`src/logic/sep_consts.vh`:
```
// constants for the serial eeprom command and protection front end
`ifndef SEP_CONSTS_VH
`define SEP_CONSTS_VH

// opcodes
`define SEP_OP_SET_LATCH   8'h06
`define SEP_OP_CLR_LATCH   8'h04
`define SEP_OP_STAT_READ   8'h05
`define SEP_OP_STAT_WRITE  8'h01
`define SEP_OP_MEM_READ    8'h03
`define SEP_OP_MEM_WRITE   8'h02

// status bit positions
`define SEP_ST_BUSY        0
`define SEP_ST_LATCH       1
`define SEP_ST_PROT_LO     2
`define SEP_ST_PROT_HI     3
`define SEP_ST_ID_LOCK     4
`define SEP_ST_ZERO        5
`define SEP_ST_ID_SEL      6
`define SEP_ST_PIN_GUARD   7

// block protect codes and range bottoms
`define SEP_BP_NONE        2'h0
`define SEP_BP_QUARTER     2'h1
`define SEP_BP_HALF        2'h2
`define SEP_BP_FULL        2'h3
`define SEP_QUARTER_BASE   14'h3000
`define SEP_HALF_BASE      14'h2000

// reset values
`define SEP_RST_PROT       2'h0
`define SEP_RST_GUARD      1'b0
`define SEP_RST_LOCK       1'b0

// timing
`define SEP_CLK_NS         25
`define SEP_TWC_NS         5000000
`define SEP_TWC_CYCLES     (`SEP_TWC_NS / `SEP_CLK_NS)

`endif

```
`src/logic/sep_top.v`:
```
// spi slave front end: opcode decode, status register, write protection
`timescale 1ns/100ps
`include "sep_consts.vh"
module sep_top #(
	parameter WRITE_CYCLES = `SEP_TWC_CYCLES,
	parameter ADDR_W       = 14,
	parameter ID_ADDR_W    = 6
) (
	input  wire              clk_sys_i,
	input  wire              srst_i,
	input  wire              cs_n_i,
	input  wire              sck_i,
	input  wire              si_i,
	input  wire              hold_n_i,
	input  wire              wp_n_i,
	output reg               so_o,
	output reg               so_oe_o,
	output reg  [ADDR_W-1:0] rd_addr_o,
	output reg               rd_id_page_o,
	output reg               rd_en_o,
	input  wire [7:0]        rd_data_i,
	output reg  [ADDR_W+8:0] wr_word_o,
	output reg               wr_valid_o,
	input  wire              wr_ready_i,
	output reg               write_start_o,
	output reg  [7:0]        status_o
);

	localparam S_IDLE   = 3'h0;
	localparam S_OPC    = 3'h1;
	localparam S_ADDR   = 3'h2;
	localparam S_WDATA  = 3'h3;
	localparam S_RDATA  = 3'h4;
	localparam S_SREAD  = 3'h5;
	localparam S_SWRITE = 3'h6;
	localparam S_IGNORE = 3'h7;
	localparam WORD_W   = ADDR_W + 9;

	reg [2:0]        cs_s;
	reg [2:0]        sck_s;
	reg [1:0]        si_s;
	reg [1:0]        hold_s;
	reg [1:0]        wp_s;
	reg [2:0]        state;
	reg [3:0]        bit_cnt;
	reg [7:0]        in_sr;
	reg [7:0]        out_sr;
	reg [7:0]        opcode;
	reg [15:0]       addr;
	reg              latch;
	reg              latch_armed;
	reg [1:0]        prot;
	reg              guard;
	reg              id_sel;
	reg              id_lock;
	reg              busy;
	reg [31:0]       busy_cnt;
	reg              frame_bad;
	reg              got_byte;
	reg [7:0]        sw_byte;
	reg              was_write;
	reg              push_v;
	reg [WORD_W-1:0] push_d;
	reg [WORD_W-1:0] buf_mem1;
	reg [1:0]        buf_cnt;
	reg              rd_en_q;

	wire cs_low   = ~cs_s[1];
	wire cs_fall  = cs_s[2] & ~cs_s[1];
	wire cs_rise  = ~cs_s[2] & cs_s[1];
	// edges ignored while paused, so no bit moves during a hold
	wire run      = cs_low & hold_s[1];
	wire sck_rise = run & ~sck_s[2] & sck_s[1];
	wire sck_fall = run & sck_s[2] & ~sck_s[1];
	wire [7:0] in_byte = {in_sr[6:0], si_s[1]};
	wire hw_guard = guard & ~wp_s[1];
	wire [7:0] status = {guard, id_sel, 1'b0, id_lock, prot, latch, busy};
	wire [ADDR_W-1:0] cur_addr = addr[ADDR_W-1:0];
	wire buf_in_ready = (buf_cnt != 2'h2) | wr_ready_i;

	function prot_hit;
		input [1:0]        code;
		input [ADDR_W-1:0] a;
		begin
			case (code)
				`SEP_BP_QUARTER: prot_hit = (a >= `SEP_QUARTER_BASE);
				`SEP_BP_HALF:    prot_hit = (a >= `SEP_HALF_BASE);
				`SEP_BP_FULL:    prot_hit = 1'b1;
				default:         prot_hit = 1'b0;
			endcase
		end
	endfunction

	// byte is writable: main array outside range, id page also unlocked
	wire byte_ok = latch & ~prot_hit(prot, cur_addr) &
		(~id_sel | ~id_lock);

	// pin synchronisers
	always @(posedge clk_sys_i) begin
		if (srst_i) begin
			cs_s   <= 3'h7;
			sck_s  <= 3'h0;
			si_s   <= 2'h0;
			hold_s <= 2'h3;
			wp_s   <= 2'h3;
		end else begin
			cs_s   <= {cs_s[1:0], cs_n_i};
			sck_s  <= {sck_s[1:0], sck_i};
			si_s   <= {si_s[0], si_i};
			hold_s <= {hold_s[0], hold_n_i};
			wp_s   <= {wp_s[0], wp_n_i};
		end
	end

	// frame decoder, status register and write cycle timer
	always @(posedge clk_sys_i) begin
		if (srst_i) begin
			state         <= S_IDLE;
			bit_cnt       <= 4'h0;
			in_sr         <= 8'h00;
			out_sr        <= 8'hFF;
			opcode        <= 8'h00;
			addr          <= 16'h0000;
			latch         <= 1'b0;
			latch_armed   <= 1'b0;
			prot          <= `SEP_RST_PROT;
			guard         <= `SEP_RST_GUARD;
			id_sel        <= 1'b0;
			id_lock       <= `SEP_RST_LOCK;
			busy          <= 1'b0;
			busy_cnt      <= 32'h00000000;
			frame_bad     <= 1'b0;
			got_byte      <= 1'b0;
			sw_byte       <= 8'h00;
			was_write     <= 1'b0;
			push_v        <= 1'b0;
			push_d        <= {WORD_W{1'b0}};
			so_o          <= 1'b1;
			so_oe_o       <= 1'b0;
			rd_addr_o     <= {ADDR_W{1'b0}};
			rd_id_page_o  <= 1'b0;
			rd_en_o       <= 1'b0;
			write_start_o <= 1'b0;
			status_o      <= 8'h00;
		end else begin
			rd_en_o       <= 1'b0;
			write_start_o <= 1'b0;
			push_v        <= 1'b0;
			status_o      <= status;
			// a refused push would lose a byte, so the whole write is dropped
			if (push_v & ~buf_in_ready)
				frame_bad <= 1'b1;
			if (busy) begin
				if (busy_cnt <= 32'h00000001) begin
					busy  <= 1'b0;
					latch <= 1'b0;
					if (was_write)
						id_sel <= 1'b0;
				end
				busy_cnt <= busy_cnt - 32'h00000001;
			end
			so_oe_o <= run & (state == S_RDATA || state == S_SREAD);
			if (cs_fall) begin
				state       <= S_OPC;
				bit_cnt     <= 4'h0;
				frame_bad   <= 1'b0;
				got_byte    <= 1'b0;
				latch_armed <= 1'b0;
			end else if (cs_rise) begin
				state <= S_IDLE;
				if (latch_armed)
					latch <= 1'b1;
				if (state == S_SWRITE && got_byte && bit_cnt == 4'h0 && latch && ~hw_guard) begin
					guard <= sw_byte[`SEP_ST_PIN_GUARD];
					prot  <= sw_byte[`SEP_ST_PROT_HI:`SEP_ST_PROT_LO];
					if (~(sw_byte[`SEP_ST_ID_SEL] & sw_byte[`SEP_ST_ID_LOCK])) begin
						id_sel  <= sw_byte[`SEP_ST_ID_SEL];
						id_lock <= id_lock | sw_byte[`SEP_ST_ID_LOCK];
					end
					busy          <= 1'b1;
					busy_cnt      <= WRITE_CYCLES;
					was_write     <= 1'b0;
					write_start_o <= 1'b1;
				end
				if (state == S_WDATA && got_byte && bit_cnt == 4'h0 && ~frame_bad &&
					~(push_v & ~buf_in_ready)) begin
					busy          <= 1'b1;
					busy_cnt      <= WRITE_CYCLES;
					was_write     <= 1'b1;
					write_start_o <= 1'b1;
				end
				if (state == S_RDATA)
					id_sel <= 1'b0;
			end else if (sck_fall) begin
				so_o   <= out_sr[7];
				out_sr <= {out_sr[6:0], 1'b1};
			end else if (sck_rise) begin
				in_sr       <= in_byte;
				bit_cnt     <= (bit_cnt == 4'h7) ? 4'h0 : bit_cnt + 4'h1;
				latch_armed <= 1'b0;
				case (state)
					S_OPC: begin
						if (bit_cnt == 4'h7) begin
							opcode <= in_byte;
							if (busy && in_byte != `SEP_OP_STAT_READ)
								state <= S_IGNORE;
							else begin
								case (in_byte)
									`SEP_OP_SET_LATCH: begin
										latch_armed <= 1'b1;
										state       <= S_IGNORE;
									end
									`SEP_OP_CLR_LATCH: begin
										latch <= 1'b0;
										state <= S_IGNORE;
									end
									`SEP_OP_STAT_READ: begin
										out_sr <= status;
										state  <= S_SREAD;
									end
									`SEP_OP_STAT_WRITE: state <= S_SWRITE;
									`SEP_OP_MEM_READ:   state <= S_ADDR;
									`SEP_OP_MEM_WRITE:  state <= S_ADDR;
									default:            state <= S_IGNORE;
								endcase
							end
						end
					end
					S_ADDR: begin
						addr <= {addr[14:0], si_s[1]};
						if (bit_cnt == 4'h7 && got_byte) begin
							if (opcode == `SEP_OP_MEM_READ) begin
								state        <= S_RDATA;
								// last bit not yet shifted in, so the upper byte sits one place low
								rd_addr_o    <= id_sel ? {{(ADDR_W-ID_ADDR_W){1'b0}},
									in_byte[ID_ADDR_W-1:0]} : {addr[ADDR_W-2:7], in_byte};
								rd_id_page_o <= id_sel;
								rd_en_o      <= 1'b1;
							end else
								state <= S_WDATA;
							got_byte <= 1'b0;
						end else if (bit_cnt == 4'h7)
							got_byte <= 1'b1;
					end
					S_WDATA: begin
						if (bit_cnt == 4'h7) begin
							got_byte <= 1'b1;
							// id page ignores upper address, full array lock covers it
							if (~byte_ok)
								frame_bad <= 1'b1;
							else begin
								push_v <= 1'b1;
								push_d <= {id_sel, id_sel ? {{(ADDR_W-ID_ADDR_W){1'b0}},
									cur_addr[ID_ADDR_W-1:0]} : cur_addr, in_byte};
							end
							if (id_sel)
								addr[ID_ADDR_W-1:0] <= addr[ID_ADDR_W-1:0] + {{(ID_ADDR_W-1){1'b0}}, 1'b1};
							else
								addr[5:0] <= addr[5:0] + 6'h01;
						end
					end
					S_RDATA: begin
						if (bit_cnt == 4'h7) begin
							if (id_sel)
								rd_addr_o <= {{(ADDR_W-ID_ADDR_W){1'b0}},
									rd_addr_o[ID_ADDR_W-1:0] + {{(ID_ADDR_W-1){1'b0}}, 1'b1}};
							else
								rd_addr_o <= rd_addr_o + {{(ADDR_W-1){1'b0}}, 1'b1};
							rd_en_o <= 1'b1;
						end
					end
					S_SREAD: begin
						if (bit_cnt == 4'h7)
							out_sr <= status;
					end
					S_SWRITE: begin
						if (bit_cnt == 4'h7) begin
							if (got_byte)
								state <= S_IGNORE;
							got_byte <= 1'b1;
							sw_byte  <= in_byte;
						end
					end
					default: ;
				endcase
			end
			// memory answers one cycle after the read strobe
			if (rd_en_q)
				out_sr <= rd_data_i;
		end
	end

	always @(posedge clk_sys_i) begin
		if (srst_i)
			rd_en_q <= 1'b0;
		else
			rd_en_q <= rd_en_o;
	end

	// two entry write buffer, a receiver stall of one word loses nothing
	always @(posedge clk_sys_i) begin
		if (srst_i) begin
			buf_cnt    <= 2'h0;
			buf_mem1   <= {WORD_W{1'b0}};
			wr_word_o  <= {WORD_W{1'b0}};
			wr_valid_o <= 1'b0;
		end else begin
			case ({push_v & buf_in_ready, wr_valid_o & wr_ready_i})
				2'b10: begin
					if (buf_cnt == 2'h0)
						wr_word_o <= push_d;
					else
						buf_mem1 <= push_d;
					buf_cnt <= buf_cnt + 2'h1;
				end
				2'b01: begin
					wr_word_o <= buf_mem1;
					buf_cnt   <= buf_cnt - 2'h1;
				end
				2'b11: begin
					if (buf_cnt == 2'h1)
						wr_word_o <= push_d;
					else begin
						wr_word_o <= buf_mem1;
						buf_mem1  <= push_d;
					end
				end
				default: ;
			endcase
			wr_valid_o <= (buf_cnt != 2'h0 || push_v) && !(buf_cnt == 2'h1 &&
				wr_valid_o && wr_ready_i && !push_v) || (buf_cnt == 2'h2);
		end
	end

endmodule // sep_top

```
`config.mk`:
```
export PLATFORM = sky130hd
export DESIGN_NAME = sep_top
export DESIGN_NICKNAME = d
export VERILOG_FILES = /design/src/logic/sep_top.v
export VERILOG_INCLUDE_DIRS = /design/src /design/src/logic
export SDC_FILE = /design/constraint.sdc
export NUM_CORES = 1
export LEC_CHECK = 0
export ABC_AREA = 0
export BUFFER_PORTS_ARGS = -buffer_cell sky130_fd_sc_hd__buf_4
export CORE_UTILIZATION = 40
export DETAILED_ROUTE_END_ITERATION = 10
export GPL_ROUTABILITY_DRIVEN = 0
export HOLD_SLACK_MARGIN = 0.15
export MAX_ROUTING_LAYER = met4
export RECOVER_POWER = 50
export SYNTH_ARGS = -nofsm -noshare
export SYNTH_HDL_FRONTEND = slang
export SYNTH_SLANG_ARGS = --single-unit
export TNS_END_PERCENT = 100
```
`constraint.sdc`:
```
create_clock -name clk_sys_i -period 3.6 [get_ports clk_sys_i]
set_input_delay 0.18 -clock clk_sys_i [delete_from_list [all_inputs] [get_ports clk_sys_i]]
set_output_delay 0.18 -clock clk_sys_i [all_outputs]
set_load 0.01 [all_outputs]
```
==> results by group, run 1 <==
Run status
  – Status: complete, no violations

Yosys
  – Syn Nets: 1109
  – Top FF cell, synth: dfxtp_1
  – Yosys warning total: 0
  – Syn Area/Cell: 8.354 um^2
  – Number of synthesized register bits: 204
  – EDFF count, synth: 0
  – Syn Std Cell Area: 8972 um^2
  – Post-synthesis sequential area ratio: 45.52%
  – Unique masters post-synth: 72
  – Synth Instances: 1074
  – Post-synth ARST share: 0%

Detailed routing
  – Total number of vias: 7692
  – Pre-Repair DR Iteration Count: 5
  – Via density per instance: 5.405
  – ANT nets after route: 0
  – DRC violations left: 0
  – Routed WL: 22.21 mm
  – Iter 0 DRT Violations: 470
  – Wire per inst: 15.61 um

Floorplanning
  – Core Rows: 54
  – Starting density of the core: 40.99%
  – Die area: 23030 um^2
  – Die height: 151.8 um
  – I/O pins: 67
  – Die W: 151.8 um
  – Core area: 21890 um^2

CTS
  – Clock latency on the worst-skew pair: 0.51 ns
  – CTS tree: built
  – Number of hold buffers added after CTS: 14
  – CTS max path bufs: 3
  – CTS Sinks: 204
  – Clk root buf: clkbuf_16
  – H-tree depth: 1
  – Clock transition at path regs: 0.06 ns
  – CTS buffer count: 23
  – Post-CTS Setup Repair Bufs: 0
  – CTS resizes: 0

Timing
  – Fmax: 335.6 MHz
  – Least-Margin Pin Slew: 1.383 ns
  – Post-Route Skew: 0.009296 ns
  – Final setup vio count: 0
  – Fin crit share: 82.77%
  – RSZ-0062 raised after global routing: false
  – Min Tclk post-route: 2.980 ns
  – Hold Slack: 0.4037 ns
  – Final total negative setup slack: 0 ns
  – Final hold violations: 0
  – Slew Limit Fails: 0
  – Worst rel slew slack: 7.806%

Setup path
  – CP arrival: 3.42 ns
  – Setup slack, reg-to-reg: 0.62 ns
  – Slowest CP cell: nor3_1
  – Setup CP Type: flop to flop
  – Critical path's largest stage delay: 0.71 ns
  – Cells along the critical path: or4b_2 -> nor3_1 -> nand3_1 -> or4_1 -> a21oi_1
  – Crit start category: flop
  – Max FO, Critical Path: 11
  – Critical path capture point type: flop
  – Critical path required time: 4.04 ns

Cells and area
  – Layout cells sized above 1: 7.349%
  – Fin nets: 1165
  – Most frequent cells in the layout: 204 x dfxtp_1, 160 x nand2_1, 124 x nor2_1
  – Antenna diode count: 0
  – Syn-to-layout area delta: 15.37%
  – Commonest non-fill, non-tap cell in the layout: dfxtp_1
  – Fill count: 2202

Place
  – PortBufs: 65
  – HPWL after DPL: 14.67 mm

Power and ir drop
  – LEAKAGE: 3.641 nW
  – Peak supply drop: 0.3352 mV
  – Pwr/cell area: 452.0 nW/um^2

Global route
  – Total global routing overflow: 0
  – Number of global-route vias before repair: 6927
  – Initial antenna violation count: 0
  – GRT Total Usage: 20.07%
  – Largest net degree at the start of global routing: 69
  – Global-route wire length before repair: 36.10 mm

Run
  – Max-Cap Viols: 0

Worst hold path
  – HP Class: flop to flop
-- worst max-delay path, delay by kind of cell (launching register included) --
kind            cells  cell delay, ns
flops               1            0.61
compound gates      1            0.15
simple gates        4            2.16
-- flip-flops by register name, indices dropped and copies added (netlist names), 3 cells and up --
name,flops
state,3
rd_addr_o,14
buf_mem1,23
push_d,23
sw_byte,5
sck_s,3
addr,14
busy_cnt,32
status_o,7
out_sr,8
wr_word_o,23
in_sr,7
cs_s,3
opcode,8
bit_cnt,4
-- through the flow --
step	power (mW)	area (um^2)	worst slack, ns	instances	util (%)
after detailed placement	2.479	9698	0.8886	1371	44.30
final	4.679	10350	0.6203	1423	47.29
after floorplan	2.426	8972	1.362	1074	-
after global placement	2.478	9698	0.9298	1371	44.30
after global routing	4.842	10350	0.3845	1423	47.29
after CTS	4.741	10560	0.8484	1423	48.23
-- where the power goes --
part | switching, mW | total (mW) | internal (mW)
Combinational | 0.0876 | 0.141 | 0.0530
Sequential | 0.0142 | 2.29 | 2.28
Clock | 0.905 | 2.25 | 1.34
Total | 1.01 | 4.68 | 3.67
-- layout make-up --
type / instances / area [um^2] / area share, %
Multi-Input combinational cell: 780 / 4554 / 44.00
Sequential cell: 204 / 4084 / 39.45
Clock buffer: 33 / 663.1 / 6.406
Timing Repair Buffer: 93 / 538.0 / 5.198
Tap cell: 280 / 350.3 / 3.384
Inverter: 28 / 105.1 / 1.015
Clock inverter: 5 / 56.30 / 0.5439
-- metal layers --
| layer | vias up | part of all wire (%) | track usage [%] | wire length [um] |
|---|---|---|---|---|
| met4 | 0 | 1.8 | 4.356 | 391 |
| met5 | - | 0 | - | 0 |
| li1 | 3894 | - | - | - |
| met1 | 3576 | 48 | 27.63 | 10610 |
| met3 | 30 | 5.7 | 3.204 | 1263 |
| met2 | 192 | 45 | 30.86 | 9947 |
-- cells in the mapped netlist, types with 4 or more instances --
cell / n / area, um^2
ha_1: 19 / 237.7
and2_1: 5 / 31.28
nand3b_1: 6 / 45.04
nor3_1: 20 / 100.1
xnor2_1: 10 / 87.58
a21oi_1: 104 / 520.5
nand2_1: 160 / 600.6
o21ai_0: 32 / 160.2
o41ai_1: 6 / 52.55
o211ai_1: 4 / 30.03
inv_1: 28 / 105.1
or4_1: 7 / 52.55
nand3_1: 37 / 185.2
a31oi_1: 6 / 37.54
xor2_1: 24 / 210.2
a211oi_1: 32 / 240.2
clkbuf_1: 54 / 202.7
o31ai_1: 4 / 30.03
nor4_1: 11 / 68.82
nand4_1: 11 / 68.82
or3_1: 10 / 62.56
or2_2: 10 / 62.56
nor2_1: 124 / 465.5
a22o_1: 6 / 52.55
dfxtp_1: 204 / 4084
buf_1: 4 / 15.01
mux2i_1: 24 / 240.2
nor4bb_1: 5 / 50.05
a22oi_1: 28 / 210.2
nor2b_1: 16 / 100.1
a311oi_1: 4 / 35.03
-- kinds of logic after synthesis --
logic type / synth area share [%]
AOI/OAI and AO/OA: 17.45
other: 0.04180
buffers and inverters: 3.849
xor gates and xnor gates: 3.319
adders and majority gates: 2.650
and+or+nand+nor: 24.50
DFF: 45.52
muxes: 2.677
-- worst paths after layout --
path / end / start / cells after the start
min reg2reg: cs_s[1]$_SDFF_PP1_ / cs_s[0]$_SDFF_PP1_ / 1
max reg2reg: busy_cnt[25]$_SDFF_PP0_ / busy$_SDFF_PP0_ / 5
max: busy_cnt[25]$_SDFF_PP0_ / busy$_SDFF_PP0_ / 5
min: cs_s[1]$_SDFF_PP1_ / cs_s[0]$_SDFF_PP1_ / 1
Power figures use the tool's default switching activity.
==> run 2, diff against run 1 <==
==> constraint.sdc (replaced) <==
create_clock -name clk_sys_i -period 2.9 [get_ports clk_sys_i]
set_input_delay 0.145 -clock clk_sys_i [delete_from_list [all_inputs] [get_ports clk_sys_i]]
set_output_delay 0.145 -clock clk_sys_i [all_outputs]
set_load 0.01 [all_outputs]
==> run 2 against run 1 <==
Net effect: setup slack worse by 0.41 ns; sequential share of layout area is 0.42 points lower; largest cell class unchanged; largest power group unchanged; first-iteration DRC count shrank 6.2%; highest routed layer unchanged; die area did not move.
==> results by group, run 2 (synthesized netlist as in run 1, its figures left out) <==
Timing
  – Slew Limit Fails: 0
  – Final hold violations: 0
  – Post-Route Skew: 0.009125 ns
  – Fmax: 371.5 MHz
  – Final total negative setup slack: 0 ns
  – Final setup vio count: 0
  – Fin crit share: 92.83%
  – Least-Margin Pin Slew: 1.045 ns
  – Hold Slack: 0.3646 ns
  – Min Tclk post-route: 2.692 ns
  – RSZ-0062 raised after global routing: false
  – Post-route setup slack: 0.2080 ns
  – Worst rel slew slack: 30.32%

Floorplanning
  – Die height: 151.8 um
  – I/O pins: 67
  – Core area: 21890 um^2
  – Die W: 151.8 um
  – Core Rows: 54
  – Starting density of the core: 40.99%
  – Die area: 23030 um^2

Detailed routing
  – ANT nets after route: 0
  – DRC violations left: 0
  – Wire per inst: 15.66 um
  – Pre-Repair DR Iteration Count: 4
  – Routed WL: 22.50 mm
  – Via density per instance: 5.405
  – Total number of vias: 7767
  – Iter 0 DRT Violations: 441

Setup path
  – Max FO, Critical Path: 14
  – Setup CP Type: flop to flop
  – CP arrival: 3.06 ns
  – Critical path capture point type: flop
  – Critical path required time: 3.27 ns
  – Crit start category: flop

CTS
  – Clk root buf: clkbuf_16
  – CTS max path bufs: 3
  – CTS buffer count: 23
  – CTS Sinks: 204
  – H-tree depth: 1
  – Clock latency on the worst-skew pair: 0.50 ns
  – CTS resizes: 0
  – CTS tree: built
  – Clock transition at path regs: 0.06 ns

Global route
  – Number of global-route vias before repair: 7033
  – Largest net degree at the start of global routing: 106
  – GRT Total Usage: 20.45%
  – Global-route wire length before repair: 36.83 mm
  – Initial antenna violation count: 0
  – Total global routing overflow: 0

Cells and area
  – Syn-to-layout area delta: 16.59%
  – Largest register FFs: 32
  – Largest Register: busy_cnt
  – Fin nets: 1182
  – Most frequent cells in the layout: 204 x dfxtp_1, 160 x nand2_1, 124 x nor2_1
  – Antenna diode count: 0
  – Layout cells sized above 1: 8.470%
  – Design Area, Final: 10460 um^2
  – End-of-flow core utilization: 47.79%
  – Fill count: 2170
  – Commonest non-fill, non-tap cell in the layout: dfxtp_1

Place
  – Area after DPL: 9843 um^2
  – PortBufs: 65
  – Setup WS pre-CTS: 0.3396 ns
  – HPWL after DPL: 14.97 mm

Power and ir drop
  – Logic pwr share: 3.2%
  – LEAKAGE: 3.713 nW
  – Clock power frac: 47.1%
  – Seq pwr share: 49.7%
  – Sw power: 1.242 mW
  – Internal power: 4.476 mW
  – Peak supply drop: 0.4993 mV
  – Pwr/cell area: 546.6 nW/um^2
  – Net Sw Frac: 21.72%

Run status
  – Status: complete, no violations

Run
  – Max-Cap Viols: 0

Worst hold path
  – HP Class: input port to flop
run 2: metrics by stage:
step	power (mW)	cells
finish	5.718	1437
global route	5.945	1437
CTS	5.808	1437
detailed placement	3.084	1387
global placement	3.083	1387
floorplan	3.012	1074
run 2: what timing repair did:
item	4_1_cts	5_1_grt
setup buffers	0	0
hold buffers	15	0
hold endpoints to repair	40	0
run 2: routing by layer:
layer | vias to the layer above | share of wire [%] | track usage, %
met4 | 0 | 1.7 | 4.109
li1 | 3928 | - | -
met1 | 3627 | 49 | 27.91
met2 | 184 | 45 | 31.89
met5 | - | 0 | -
met3 | 28 | 4.7 | 3.263
run 2: power by group through the flow:
stage | Sequential [mW] | Combinational [mW] | Clock [mW]
2_1_floorplan | 2.90 | 0.107 | 0
3_3_place_gp | 2.91 | 0.178 | 0
3_5_place_dp | 2.91 | 0.178 | 0
4_1_cts | 2.84 | 0.194 | 2.77
5_1_grt | 2.85 | 0.200 | 2.90
6_report | 2.84 | 0.180 | 2.69
run 2: final timing paths:
kind                      startpoint                         end  cells past startpoint  slack [ns]
setup / recovery  cs_s[1]$_SDFF_PP1_  rd_addr_o[12]$_SDFFE_PP0P_                      8        0.21
hold / removal                wp_n_i          wp_s[0]$_SDFF_PP1_                      3        0.36
setup reg to reg  cs_s[1]$_SDFF_PP1_  rd_addr_o[12]$_SDFFE_PP0P_                      8        0.21
hold reg to reg   cs_s[0]$_SDFF_PP1_          cs_s[1]$_SDFF_PP1_                      1        0.41
run 2: worst max-delay path, cell delays in order (launching register included):
cell	delay [ns]
dfxtp_1	0.42
inv_1	0.10
ha_1	0.27
or2_1	0.31
nor2_1	0.42
buf_4	0.29
o21ai_1	0.33
a221oi_1	0.34
nor3_1	0.07
run 2: layout make-up:
| class | count | area (um^2) | share of cell area [%] |
|---|---|---|---|
| Tap cell | 280 | 350.3 | 3.349 |
| Timing Repair Buffer | 110 | 670.6 | 6.411 |
| Sequential cell | 204 | 4084 | 39.04 |
| Multi-Input combinational cell | 780 | 4566 | 43.64 |
| Clock buffer | 27 | 610.6 | 5.837 |
| Clock inverter | 8 | 75.07 | 0.7176 |
| Inverter | 28 | 105.1 | 1.005 |
